==> src/shp_pkg.sv <==
// Shared constants and types for the scanner host port and indexed memory
package shp_pkg;

  // Register map (7-bit configuration addresses)
  localparam logic [6:0] ADR_TARGET   = 7'h03;
  localparam logic [6:0] ADR_ADDR_HI  = 7'h04;
  localparam logic [6:0] ADR_ADDR_LO  = 7'h05;
  localparam logic [6:0] ADR_DATA     = 7'h06;
  localparam logic [6:0] ADR_PORT_CFG = 7'h2A;

  // Field positions
  localparam int TGT_COEF_BIT   = 0;
  localparam int TGT_COLOR_LSB  = 1;
  localparam int ADDR_DIR_BIT   = 5;
  localparam int CFG_NIBBLE_BIT = 0;
  localparam int CFG_DRIVE_LSB  = 1;

  // Values after reset
  localparam logic [7:0] TARGET_RST   = 8'h00;
  localparam logic [7:0] ADDR_HI_RST  = 8'h00;
  localparam logic [7:0] ADDR_LO_RST  = 8'h00;
  localparam logic [7:0] PORT_CFG_RST = 8'h00;
  localparam logic [3:0] NIB_IDLE     = 4'h9;   // error_n=1 select=0 pe=0 ack_n=1

  // Wake-up pattern
  localparam logic [7:0] WAKE_B0 = 8'h99;
  localparam logic [7:0] WAKE_B1 = 8'h66;
  localparam logic [7:0] WAKE_B2 = 8'hCC;
  localparam logic [7:0] WAKE_B3 = 8'h33;

  // Timing, in master clock cycles (10 ns each)
  localparam logic [2:0] WAKE_HOLD_CYC  = 3'h4;
  localparam logic [1:0] INIT_DELAY_CYC = 2'h2;

  // Last address before wrap
  localparam logic [12:0] GAMMA_LAST    = 13'h03FF;
  localparam logic [12:0] COEF_LAST_300 = 13'h0AA9;
  localparam logic [12:0] COEF_LAST_600 = 13'h1554;

  typedef enum logic [1:0] {WK_99 = 2'b00, WK_66 = 2'b01, WK_CC = 2'b11, WK_33 = 2'b10}
    shp_wake_type;
  typedef enum logic [1:0] {CY_IDLE = 2'b00, CY_WR = 2'b01, CY_RD = 2'b11} shp_cyc_type;

  typedef struct packed {
    logic error_n;
    logic select;
    logic pe;
    logic ack_n;
    logic busy;
  } shp_status_type;

  typedef struct packed {
    logic        we;
    logic        coef;
    logic [1:0]  color;
    logic [12:0] addr;
    logic [15:0] wdata;
  } shp_mem_cmd_type;

endpackage : shp_pkg

==> src/shp_host_port.sv <==
// Host port front end with wake-up detector and indexed memory port
// Overview of operation
// - target select bit 0 picks gamma (0) or offset/gain memory (1)
// - target select bits 2:1 give colour: 00 red, 01 green, 10 blue
// - in single-channel A mode colour comes from register 26 bits 4:3
// - 13-bit start address from registers 4 and 5 loads the counter
// - bit 5 of register 4 selects reading; reading triggers prefetch
// - counter steps per gamma byte, per two bytes of coefficient
// - counter wraps to 0 after 1023, 2729 or 5460
// - coefficient address 0 is the first valid image pixel
// - register 6 streams bytes to or from the selected memory
// - 6/10 split: first byte offset 5:0 and gain 9:8, then gain 7:0
// - 8/8 split: first byte offset, second byte gain
// - strap low selects the parallel port interface
// - powers up transparent with idle outputs and pass-through lines low
// - pattern 99 66 CC 33 on the data lines leaves transparent mode
// - each pattern byte must stand at least 4 master clocks
// - on wake-up buffer disable high, line hold low, status deasserted
// - register 42 bit 0 selects nibble reads; writes are always bytes
// - register 42 bits 2:1 select the output drive level
// - access is an address write then any number of data cycles
// - init pulse returns to transparent mode in about 2 to 3 clocks
`timescale 1ns/10ps
`default_nettype none

module shp_fifo #(
  parameter int W     = 33,
  parameter int DEPTH = 4
) (
  input  wire logic         clock,     // Master clock
  input  wire logic         rstn,      // Synchronous reset, active low
  input  wire logic         in_valid,  // Write request
  output logic              in_ready,  // Space available
  input  wire logic [W-1:0] in_data,   // Write word
  output logic              out_valid, // Word available
  input  wire logic         out_ready, // Consumer takes word
  output logic [W-1:0]      out_data   // Head word
);
  localparam int PW = (DEPTH > 1) ? $clog2(DEPTH) : 1;
  localparam int CW = $clog2(DEPTH + 1);

  logic [W-1:0]  mem_ff [DEPTH];
  logic [PW-1:0] wr_ff;
  logic [PW-1:0] rd_ff;
  logic [CW-1:0] cnt_ff;
  wire           push = in_valid & in_ready;
  wire           pop  = out_valid & out_ready;

  // Flags from occupancy
  assign in_ready  = (cnt_ff != CW'(DEPTH));
  assign out_valid = (cnt_ff != '0);
  assign out_data  = mem_ff[rd_ff];

  function automatic logic [PW-1:0] bump(input logic [PW-1:0] p);
    bump = (p == PW'(DEPTH - 1)) ? '0 : PW'(p + 1'b1);
  endfunction : bump

  // Storage array, no reset needed
  always_ff @(posedge clock) begin
    if (push) begin
      mem_ff[wr_ff] <= in_data;
    end
  end

  // Pointers and count
  always_ff @(posedge clock) begin
    if (!rstn) begin
      wr_ff  <= '0;
      rd_ff  <= '0;
      cnt_ff <= '0;
    end else begin
      if (push) wr_ff <= bump(wr_ff);
      if (pop) rd_ff <= bump(rd_ff);
      cnt_ff <= CW'(cnt_ff + CW'(push) - CW'(pop));
    end
  end
endmodule : shp_fifo

module shp_host_port #(
  parameter int FIFO_DEPTH = 4
) (
  input  wire logic             clock,                 // Master clock, 100 MHz
  input  wire logic             rstn,                  // Synchronous reset, active low
  input  wire logic             interface_select_strap,// Low selects parallel port
  input  wire logic [7:0]       pp_data_in,            // Data lines in
  output logic [7:0]            pp_data_out,           // Data lines out
  output logic                  pp_data_oe,            // Data lines driven
  input  wire logic             strobe_n,              // Host STROBE
  input  wire logic             autofeed_n,            // Host AUTOFEED
  input  wire logic             init_n,                // Host INIT
  input  wire logic             select_in_n,           // Host SELECT IN
  output shp_pkg::shp_status_type pp_status,           // Status lines to host
  output logic                  pp_status_oe,          // Status lines driven
  output logic                  passthru_buf_disable,  // Printer buffer disable
  output logic                  printer_line_hold,     // Printer latch control
  output logic [1:0]            drive_level,           // Output drive setting
  output logic                  host_port_active,      // Parallel mode strapped
  input  wire logic             single_channel_a,      // Sensor in 1-channel A mode
  input  wire logic [1:0]       cfg26_color,           // Colour from register 26
  input  wire logic             sensor_600dpi,         // Sensor is 600 dpi
  output shp_pkg::shp_mem_cmd_type mem_cmd,            // Memory command
  output logic                  mem_valid,             // Command valid
  input  wire logic             mem_ready,             // Memory takes command
  input  wire logic [15:0]      mem_rdata,             // Read word
  input  wire logic             mem_rvalid             // Read word valid
);
  import shp_pkg::*;

  logic            upmode_ff;
  logic            transparent_ff, bufdis_ff, hold_ff;
  logic [7:0]      byte_q_ff;
  logic [2:0]      run_ff;
  shp_wake_type    wake_ff, nxt_wake;
  logic            init_q_ff;
  logic [1:0]      init_cnt_ff;
  shp_cyc_type     cy_ff, nxt_cy;
  logic [6:0]      addr_ff;
  logic [7:0]      target_ff, hi_ff, lo_ff, cfg_ff;
  logic [7:0]      dout_ff, rd_byte;
  logic [3:0]      nib_ff;
  logic [12:0]     cnt_ff, nxt_cnt;
  logic            phase_ff, nxt_phase;
  logic [7:0]      first_ff;
  logic [15:0]     pf_data_ff;
  logic            pf_valid_ff, pf_pend_ff, drop_ff;
  logic            fifo_in_ready;
  shp_mem_cmd_type push_cmd;

  function automatic logic [7:0] wake_byte(input shp_wake_type s);
    case (s)
      WK_99:   wake_byte = WAKE_B0;
      WK_66:   wake_byte = WAKE_B1;
      WK_CC:   wake_byte = WAKE_B2;
      WK_33:   wake_byte = WAKE_B3;
      default: wake_byte = WAKE_B0;
    endcase
  endfunction : wake_byte

  // Strap caught while reset is held
  always_ff @(posedge clock) begin
    if (!rstn) upmode_ff <= interface_select_strap;
  end
  wire pp_en = ~upmode_ff;
  assign host_port_active = pp_en;

  // Wake-up detection: a byte counts once seen on 4 successive samples
  wire [2:0] nxt_run  = (pp_data_in != byte_q_ff) ? 3'h1 :
                        (run_ff == WAKE_HOLD_CYC) ? run_ff : 3'(run_ff + 3'h1);
  wire       held_evt = (nxt_run == WAKE_HOLD_CYC) && (run_ff != WAKE_HOLD_CYC);
  wire       watching = transparent_ff && pp_en && strobe_n;
  wire       hit      = pp_data_in == wake_byte(wake_ff);
  wire       wake_done = watching && held_evt && hit && (wake_ff == WK_33);
  wire       init_rise = init_n & ~init_q_ff;
  wire       init_back = (init_cnt_ff == INIT_DELAY_CYC);

  // Pattern state: advance on match, restart on mismatch
  always_comb begin
    nxt_wake = wake_ff;
    if (!watching) begin
      nxt_wake = WK_99;
    end else if (held_evt) begin
      case (wake_ff)
        WK_99:   nxt_wake = hit ? WK_66 : WK_99;
        WK_66:   nxt_wake = hit ? WK_CC : (pp_data_in == WAKE_B0) ? WK_66 : WK_99;
        WK_CC:   nxt_wake = hit ? WK_33 : (pp_data_in == WAKE_B0) ? WK_66 : WK_99;
        WK_33:   nxt_wake = hit ? WK_99 : (pp_data_in == WAKE_B0) ? WK_66 : WK_99;
        default: nxt_wake = WK_99;
      endcase
    end
  end

  // Detector registers
  always_ff @(posedge clock) begin
    if (!rstn) begin
      byte_q_ff <= 8'h00;
      run_ff    <= 3'h0;
      wake_ff   <= WK_99;
    end else begin
      byte_q_ff <= pp_data_in;
      run_ff    <= nxt_run;
      wake_ff   <= nxt_wake;
    end
  end

  // Init rising edge delay
  always_ff @(posedge clock) begin
    if (!rstn) begin
      init_q_ff   <= 1'b1;
      init_cnt_ff <= 2'h0;
    end else begin
      init_q_ff   <= init_n;
      init_cnt_ff <= init_rise ? 2'h1 : init_back ? 2'h0 :
                     (init_cnt_ff != 2'h0) ? 2'(init_cnt_ff + 2'h1) : 2'h0;
    end
  end

  // Transparent state and pass-through controls
  always_ff @(posedge clock) begin
    if (!rstn) begin
      transparent_ff <= 1'b1;
      bufdis_ff      <= 1'b0;
      hold_ff        <= 1'b0;
    end else if (init_back && pp_en) begin
      transparent_ff <= 1'b1;
      bufdis_ff      <= 1'b0;
      hold_ff        <= 1'b1;
    end else if (wake_done) begin
      transparent_ff <= 1'b0;
      bufdis_ff      <= 1'b1;
      hold_ff        <= 1'b0;
    end
  end
  assign passthru_buf_disable = bufdis_ff;
  assign printer_line_hold    = hold_ff;

  // Host cycle decode: address write, data write, data read
  wire active    = ~transparent_ff & pp_en;
  wire idle      = active && (cy_ff == CY_IDLE);
  wire is_port   = (addr_ff == ADR_DATA);
  wire coef      = target_ff[TGT_COEF_BIT];
  wire reading   = hi_ff[ADDR_DIR_BIT];
  wire nibble    = cfg_ff[CFG_NIBBLE_BIT];
  wire wr_addr   = idle && !strobe_n && !select_in_n;
  wire wr_req    = idle && !strobe_n && !autofeed_n && select_in_n;
  wire rd_req    = idle && strobe_n && !autofeed_n;
  wire wr_go     = wr_req && (!is_port || fifo_in_ready);
  wire rd_go     = rd_req && (!is_port || pf_valid_ff);
  wire port_wr   = wr_go && is_port;
  wire port_rd   = rd_go && is_port;
  wire ld_hi     = wr_go && (addr_ff == ADR_ADDR_HI);
  wire ld_lo     = wr_go && (addr_ff == ADR_ADDR_LO);
  wire [1:0] color = single_channel_a ? cfg26_color :
                     target_ff[TGT_COLOR_LSB +: 2];
  wire [12:0] limit = !coef ? GAMMA_LAST :
                      sensor_600dpi ? COEF_LAST_600 : COEF_LAST_300;
  wire [12:0] cnt_inc = (cnt_ff == limit) ? 13'h0000 : 13'(cnt_ff + 13'h0001);
  wire wr_push   = port_wr && (!coef || phase_ff);
  wire pf_push   = reading && !pf_valid_ff && !pf_pend_ff && fifo_in_ready &&
                   (cy_ff == CY_IDLE) && !wr_req && !ld_hi && !ld_lo;
  wire push      = wr_push || pf_push;

  // Command toward memory; coefficient words pack first byte high
  assign push_cmd = '{we: wr_push, coef: coef, color: color, addr: cnt_ff,
                      wdata: coef ? {first_ff, pp_data_in} :
                             {8'h00, pp_data_in}};

  // Read data selection
  wire [7:0] port_byte = (coef && !phase_ff) ? pf_data_ff[15:8] : pf_data_ff[7:0];
  assign rd_byte = (addr_ff == ADR_TARGET)   ? target_ff :
                   (addr_ff == ADR_ADDR_HI)  ? hi_ff :
                   (addr_ff == ADR_ADDR_LO)  ? lo_ff :
                   is_port                   ? port_byte :
                   (addr_ff == ADR_PORT_CFG) ? cfg_ff : 8'h00;

  // Cycle state: busy stands from take until host releases strobes
  always_comb begin
    nxt_cy = cy_ff;
    case (cy_ff)
      CY_IDLE: nxt_cy = (wr_addr || wr_go) ? CY_WR : rd_go ? CY_RD : CY_IDLE;
      CY_WR:   nxt_cy = (select_in_n && autofeed_n) ? CY_IDLE : CY_WR;
      CY_RD:   nxt_cy = autofeed_n ? CY_IDLE : CY_RD;
      default: nxt_cy = CY_IDLE;
    endcase
    if (!active) nxt_cy = CY_IDLE;
  end

  // Configuration registers and read latches
  always_ff @(posedge clock) begin
    if (!rstn) begin
      cy_ff     <= CY_IDLE;
      addr_ff   <= 7'h00;
      target_ff <= TARGET_RST;
      hi_ff     <= ADDR_HI_RST;
      lo_ff     <= ADDR_LO_RST;
      cfg_ff    <= PORT_CFG_RST;
      dout_ff   <= 8'h00;
      nib_ff    <= NIB_IDLE;
    end else begin
      cy_ff <= nxt_cy;
      if (wr_addr) addr_ff <= pp_data_in[6:0];
      if (wr_go && addr_ff == ADR_TARGET) target_ff <= pp_data_in;
      if (ld_hi) hi_ff <= pp_data_in;
      if (ld_lo) lo_ff <= pp_data_in;
      if (wr_go && addr_ff == ADR_PORT_CFG) cfg_ff <= pp_data_in;
      if (rd_go) dout_ff <= rd_byte;
      if (!active || (init_back && pp_en)) nib_ff <= NIB_IDLE;
      else if (rd_go && nibble) nib_ff <= rd_byte[3:0];
      else if (cy_ff == CY_RD && autofeed_n && nibble) nib_ff <= dout_ff[7:4];
    end
  end

  // Pins toward the host
  assign pp_data_out  = dout_ff;
  assign pp_data_oe   = (cy_ff == CY_RD) && !nibble;
  assign pp_status    = '{error_n: nib_ff[3], select: nib_ff[2], pe: nib_ff[1],
                          ack_n: nib_ff[0], busy: cy_ff != CY_IDLE};
  assign pp_status_oe = ~transparent_ff & pp_en;
  assign drive_level  = cfg_ff[CFG_DRIVE_LSB +: 2];

  // Address counter and byte phase
  always_comb begin
    nxt_cnt   = cnt_ff;
    nxt_phase = phase_ff;
    if (ld_hi) begin
      nxt_cnt   = {pp_data_in[4:0], lo_ff};
      nxt_phase = 1'b0;
    end else if (ld_lo) begin
      nxt_cnt   = {hi_ff[4:0], pp_data_in};
      nxt_phase = 1'b0;
    end else if (port_wr || port_rd) begin
      if (!coef || phase_ff) nxt_cnt = cnt_inc;
      nxt_phase = coef & ~phase_ff;
    end
  end

  // Counter, first byte hold and prefetch buffer
  always_ff @(posedge clock) begin
    if (!rstn) begin
      cnt_ff      <= 13'h0000;
      phase_ff    <= 1'b0;
      first_ff    <= 8'h00;
      pf_data_ff  <= 16'h0000;
      pf_valid_ff <= 1'b0;
      pf_pend_ff  <= 1'b0;
      drop_ff     <= 1'b0;
    end else begin
      cnt_ff   <= nxt_cnt;
      phase_ff <= nxt_phase;
      if (port_wr && coef && !phase_ff) first_ff <= pp_data_in;
      if (ld_hi || ld_lo) begin
        pf_valid_ff <= 1'b0;
        drop_ff     <= pf_pend_ff;
        pf_pend_ff  <= 1'b0;
      end else if (mem_rvalid && drop_ff) begin
        drop_ff <= 1'b0;
      end else if (mem_rvalid && pf_pend_ff) begin
        pf_data_ff  <= mem_rdata;
        pf_valid_ff <= 1'b1;
        pf_pend_ff  <= 1'b0;
      end else begin
        if (pf_push) pf_pend_ff <= 1'b1;
        if (port_rd && (!coef || phase_ff)) pf_valid_ff <= 1'b0;
      end
    end
  end

  // Command buffer toward memory
  shp_fifo #(.W($bits(shp_mem_cmd_type)), .DEPTH(FIFO_DEPTH)) u_fifo (
    .clock     (clock),
    .rstn      (rstn),
    .in_valid  (push),
    .in_ready  (fifo_in_ready),
    .in_data   (push_cmd),
    .out_valid (mem_valid),
    .out_ready (mem_ready),
    .out_data  (mem_cmd)
  );
endmodule : shp_host_port

`default_nettype wire

==> config.mk <==
export PLATFORM = sky130hd
export DESIGN_NAME = shp_host_port
export DESIGN_NICKNAME = d
export VERILOG_FILES = /design/src/shp_pkg.sv /design/src/shp_host_port.sv
export SDC_FILE = /design/constraint.sdc
export NUM_CORES = 1
export LEC_CHECK = 0
export BUFFER_PORTS_ARGS = -buffer_cell sky130_fd_sc_hd__buf_2
export CAP_MARGIN = 20
export CORE_MARGIN = 4
export CORE_UTILIZATION = 25
export DETAILED_ROUTE_END_ITERATION = 10
export PLACE_DENSITY = 0.41
export SLEW_MARGIN = 10
export SYNTH_ARGS = -nofsm -noshare
export SYNTH_HDL_FRONTEND = slang
export SYNTH_SLANG_ARGS = --single-unit
==> constraint.sdc <==
create_clock -name clock -period 3.5 [get_ports clock]
set_input_delay 0.7 -clock clock [delete_from_list [all_inputs] [get_ports clock]]
set_output_delay 0.7 -clock clock [all_outputs]
set_load 0.02 [all_outputs]
==> reports/qor.log <==
qor: clocking.insertion_delay 0.57 ns
qor: floorplan.die-width 218 µm
qor: min_path.hold_path.startpoint interface_select_strap
qor: flow_run.drv_cap 0
qor: clocking.post_cts.repair.setup_buffers 0
qor: sta.maxClockFrequency 334 MHz
qor: logic_synthesis.area_fraction_in_compound_gates_after_synthesis 8.12%
qor: cells_and_area.final_nets 1073
qor: clocking.cts.repair.resized 0
qor: min_path.hold_end upmode_ff
qor: floorplan.io_pins 91
qor: routing.detail_route.drc_violations 0
qor: clocking.clock_sinks 255
qor: logic_synthesis.synthXorXnorAreaFrac 0.872%
qor: cells_and_area.final_design_area_no_fill 0.0133 mm²
qor: sta.worst_slew_margin_rel 48.8%
qor: clocking.cts_inserted_buffers 31
qor: pwr.power_per_cell_area 532 mW/mm²
qor: grt.grt_pass1_wl 46.2 mm
qor: sta.finalMaxSlewViolations 0
qor: sta.setup-violations-final 0
qor: worst_setup_path.worst-endpoint-required 2.80 ns
qor: sta.period_utilisation_layout 85.6%
qor: clocking.path_clk_slew 0.06 ns
qor: worst_setup_path.setup.reg_to_reg.worst_slack 0.64 ns
qor: sta.timing.setup.tns 0 ns
qor: routing.count_of_antenna_violating_nets_left_after_detailed_routing 0
qor: logic_synthesis.synthDistinctLibCells 67
qor: grt.grt_start_max_net_pins 51
qor: floorplan.fp.dieArea 0.0476 mm²
qor: cells_and_area.total_of_fill_cells_in_the_finished_design 4512
qor: grt.total_congestion_overflow 0
qor: place.post-dp-hpwl 20.3 mm
qor: logic_synthesis.synth-simple-area-share 14.5%
qor: worst_setup_path.criticalPathCategory reg2out
qor: routing.post_drt_wl_per_cell 18.3 µm
qor: place.pre_cts_slack 0.681 ns
qor: pwr.fin_total_pwr 7.09 mW
qor: pwr.peakVddDrop 0.384 mV
qor: logic_synthesis.synth.avg_cell_area 12.0 µm²
qor: worst_setup_path.regToRegStartpoint upmode_ff
qor: routing.routed_via_count_divided_by_cell_count 4.55
qor: min_path.hold-path-cell-count 1
qor: floorplan.row_count 76
qor: logic_synthesis.seq_area_frac_synth 58.2%
qor: clocking.cts.hold.buffers_added 0
qor: sta.worst-slew-pin-transition 0.766 ns
qor: worst_setup_path.r2r.worst_path.cells 7
qor: routing.route.vias.total 7415
qor: routing.first_pass_iters 5
qor: logic_synthesis.yosysWarnings 0
qor: place.io_buffer_count 90
qor: sta.hold-worst-slack 0.322 ns
qor: clocking.cts_buffer_depth 3
qor: logic_synthesis.post_synth_inst_count 919
qor: cells_and_area.instances_no_fill 1630
qor: grt.grt_pass1_vias 7575
qor: floorplan.die_extent_in_y 218 µm
qor: logic_synthesis.synth_mux_area_share 13.2%
qor: worst_setup_path.worst-endpoint-arrival 2.29 ns
qor: worst_setup_path.crit_fanout 15
qor: logic_synthesis.syn-cell-area 0.0110 mm²
qor: sta.grt_setup_unrepaired false
qor: logic_synthesis.largest_family_of_logic_cells_by_synthesized_area simple AND/OR/NAND/NOR gates
qor: cells_and_area.final_layout_size_suffix_gt1_share 22.0%
qor: pwr.power.leakage 4.66 nW
qor: sta.post_route_worst_setup_slack 0.505 ns
qor: grt.antenna_found_initial 1
qor: worst_setup_path.critical_path_capture_point_type output pin
qor: place.finalWeightedCongestion 0.755
qor: worst_setup_path.critPathLaunchType flop
qor: place.placement.cell_area 0.0123 mm²
qor: clocking.cts-htree-levels 1
qor: logic_synthesis.asyncSetResetFlopFracSynth 0%
qor: place.post-place-cells 1571
qor: min_path.min-delay-path-class in2reg
qor: sta.clock_skew 0.0116 ns
qor: sta.final_hold_viols 0
qor: routing.drt_iter0_markers 391
qor: clocking.cts_tree built
qor: floorplan.floorplan.core_area 0.0434 mm²
qor: logic_synthesis.synth.ff_latch_count 255
qor: logic_synthesis.synth_fa_ha_area_share 1.99%
qor: floorplan.floorplan.initialDensity 25.5%
qor: cells_and_area.area_added_between_synthesis_and_finish 20.5%
qor: routing.wirelength 29.8 mm
qor: logic_synthesis.syn-num-nets 973
qor: cells_and_area.finalCoreUtilization 30.7%
qor: worst_setup_path.timing.rr.end cnt_ff[11]
qor: sta.final.min_clock_period 2.99 ns
qor: status.status completed
qor: logic_synthesis.count_of_flip_flops_with_a_built_in_enable_after_synthesis 133
qor: logic_synthesis.synth-main-ff-cell sky130_fd_sc_hd__edfxtp_1
qor: grt.global_route.usage.total 12.5%
qor: clocking.cts_root_buf sky130_fd_sc_hd__clkbuf_16
[flip-flops by register name, summed over array words and instances (netlist names), 3 cells and up, named ones only]
signal	count
pp_data_out	8
target_ff	8
pf_data_ff	16
cfg_ff	8
first_ff	8
lo_ff	8
hi_ff	8
cnt_ff	13
nib_ff	4
addr_ff	7
run_ff	3
u_fifo.cnt_ff	3
u_fifo.mem_ff	132
byte_q_ff	8
[worst max-delay path, cell delays in order (launching register included)]
cell and delay (ns):
sky130_fd_sc_hd__dfxtp_2 0.75, sky130_fd_sc_hd__buf_4 0.29, sky130_fd_sc_hd__mux4_2 0.50, sky130_fd_sc_hd__buf_2 0.17
[synth_stat cells, drive strengths merged (3+ instances only)]
library cell	number	area, µm²
a21boi	4	30.0
a21oi	54	270
a221oi	4	35.0
a2bb2oi	6	52.6
a31oi	7	43.8
and2	20	125
and3	5	31.3
buf	15	81.3
clkbuf	40	150
dfxtp	122	2440
edfxtp	133	3990
ha	16	200
inv	27	101
mux2	6	67.6
mux2i	65	651
mux4	33	743
nand2	85	319
nand2b	10	62.6
nand3	29	150
nand3b	3	22.5
nand4	7	43.8
nor2	80	305
nor2b	5	31.3
nor3	16	108
nor3b	4	30.0
nor4	10	77.6
nor4bb	4	40.0
o211ai	3	22.5
o21a	3	22.5
o21ai	19	95.1
o21ba	4	40.0
o221a	3	33.8
o2bb2ai	11	96.3
o31a	4	35.0
or2	5	31.3
or3	17	106
or3b	3	26.3
or4	6	45.0
xnor2	11	96.3
[power by group]
| group | leakage [nW] | switching [mW] | internal [mW] |
|---|---|---|---|
| combinational | 1.97 | 0.412 | 0.341 |
| sequential | 2.21 | 0.0732 | 3.17 |
| clock | 0.481 | 1.26 | 1.83 |
[how the worst max path moves through the flow]
stage                    start                   to  slack, ns  cells after the start
detailed placement   upmode_ff           cnt_ff[11]       0.68                      7
floorplan           addr_ff[0]  u_fifo.mem_ff[0][0]       0.18                      5
global route              flop          mem_cmd[19]       0.33                      3
finish                    flop          mem_cmd[16]       0.51                      3
global placement    autofeed_n     u_fifo.cnt_ff[2]       0.71                     11
CTS                       flop          mem_cmd[16]       0.38                      3
[logic make-up (layout without fill, tap and decap cells)]
kind of cell	Yosys count	count (layout)
adder cells (fa/ha/maj)	17	17
multiplexers	104	104
XOR/XNOR	11	11
buffers and inverters	82	207
AO/OA/AOI/OAI	136	136
AND/OR/NAND/NOR	314	314
flip-flops	255	255
other	0	1
[metal layers]
| metal | vias to the layer above | global-route usage, % | wire length [µm] |
|---|---|---|---|
| li1 | 3603 | - | - |
| met1 | 3624 | 17.4 | 14400 |
| met2 | 146 | 20.4 | 13700 |
| met3 | 40 | 2.45 | 1320 |
| met4 | 2 | 2.34 | 482 |
| met5 | - | 0 | 7 |
[final cells by class]
class                   count  area, µm²  share of cell area (%)
flip-flops and latches    255       6440                    48.4
multi-input cells         582       4310                    32.4
clock buffers              32        779                    5.86
repair buffers            122        741                    5.56
well taps                 585        732                    5.50
clock inverters            26        206                    1.55
inverters                  27        101                   0.761
diodes                      1       2.50                  0.0188
[cells in the final DEF, fill, tap and decap left out, types with 5 or more instances in the layout]
cell type,synthesis,layout
sky130_fd_sc_hd__o2bb2ai_1,11,11
sky130_fd_sc_hd__a21oi_1,54,54
sky130_fd_sc_hd__mux2i_1,65,65
sky130_fd_sc_hd__xnor2_1,11,11
sky130_fd_sc_hd__mux2_2,6,6
sky130_fd_sc_hd__nor2_1,78,77
sky130_fd_sc_hd__ha_1,16,16
sky130_fd_sc_hd__edfxtp_1,133,133
sky130_fd_sc_hd__nand2b_1,10,10
sky130_fd_sc_hd__or3_1,17,17
sky130_fd_sc_hd__nand3_1,28,28
sky130_fd_sc_hd__and3_1,5,5
sky130_fd_sc_hd__o21ai_0,19,19
sky130_fd_sc_hd__nand4_1,7,7
sky130_fd_sc_hd__clkinv_1,0,16
sky130_fd_sc_hd__nor3_1,13,13
sky130_fd_sc_hd__a2bb2oi_1,6,6
sky130_fd_sc_hd__or4_1,6,6
sky130_fd_sc_hd__nor4_1,9,9
sky130_fd_sc_hd__buf_4,2,28
sky130_fd_sc_hd__dfxtp_1,122,121
sky130_fd_sc_hd__mux4_2,33,33
sky130_fd_sc_hd__clkbuf_16,0,31
sky130_fd_sc_hd__and2_1,20,20
sky130_fd_sc_hd__a31oi_1,7,7
sky130_fd_sc_hd__inv_1,27,26
sky130_fd_sc_hd__buf_2,8,90
sky130_fd_sc_hd__nand2_1,85,85
Power figures use the tool's default switching activity.
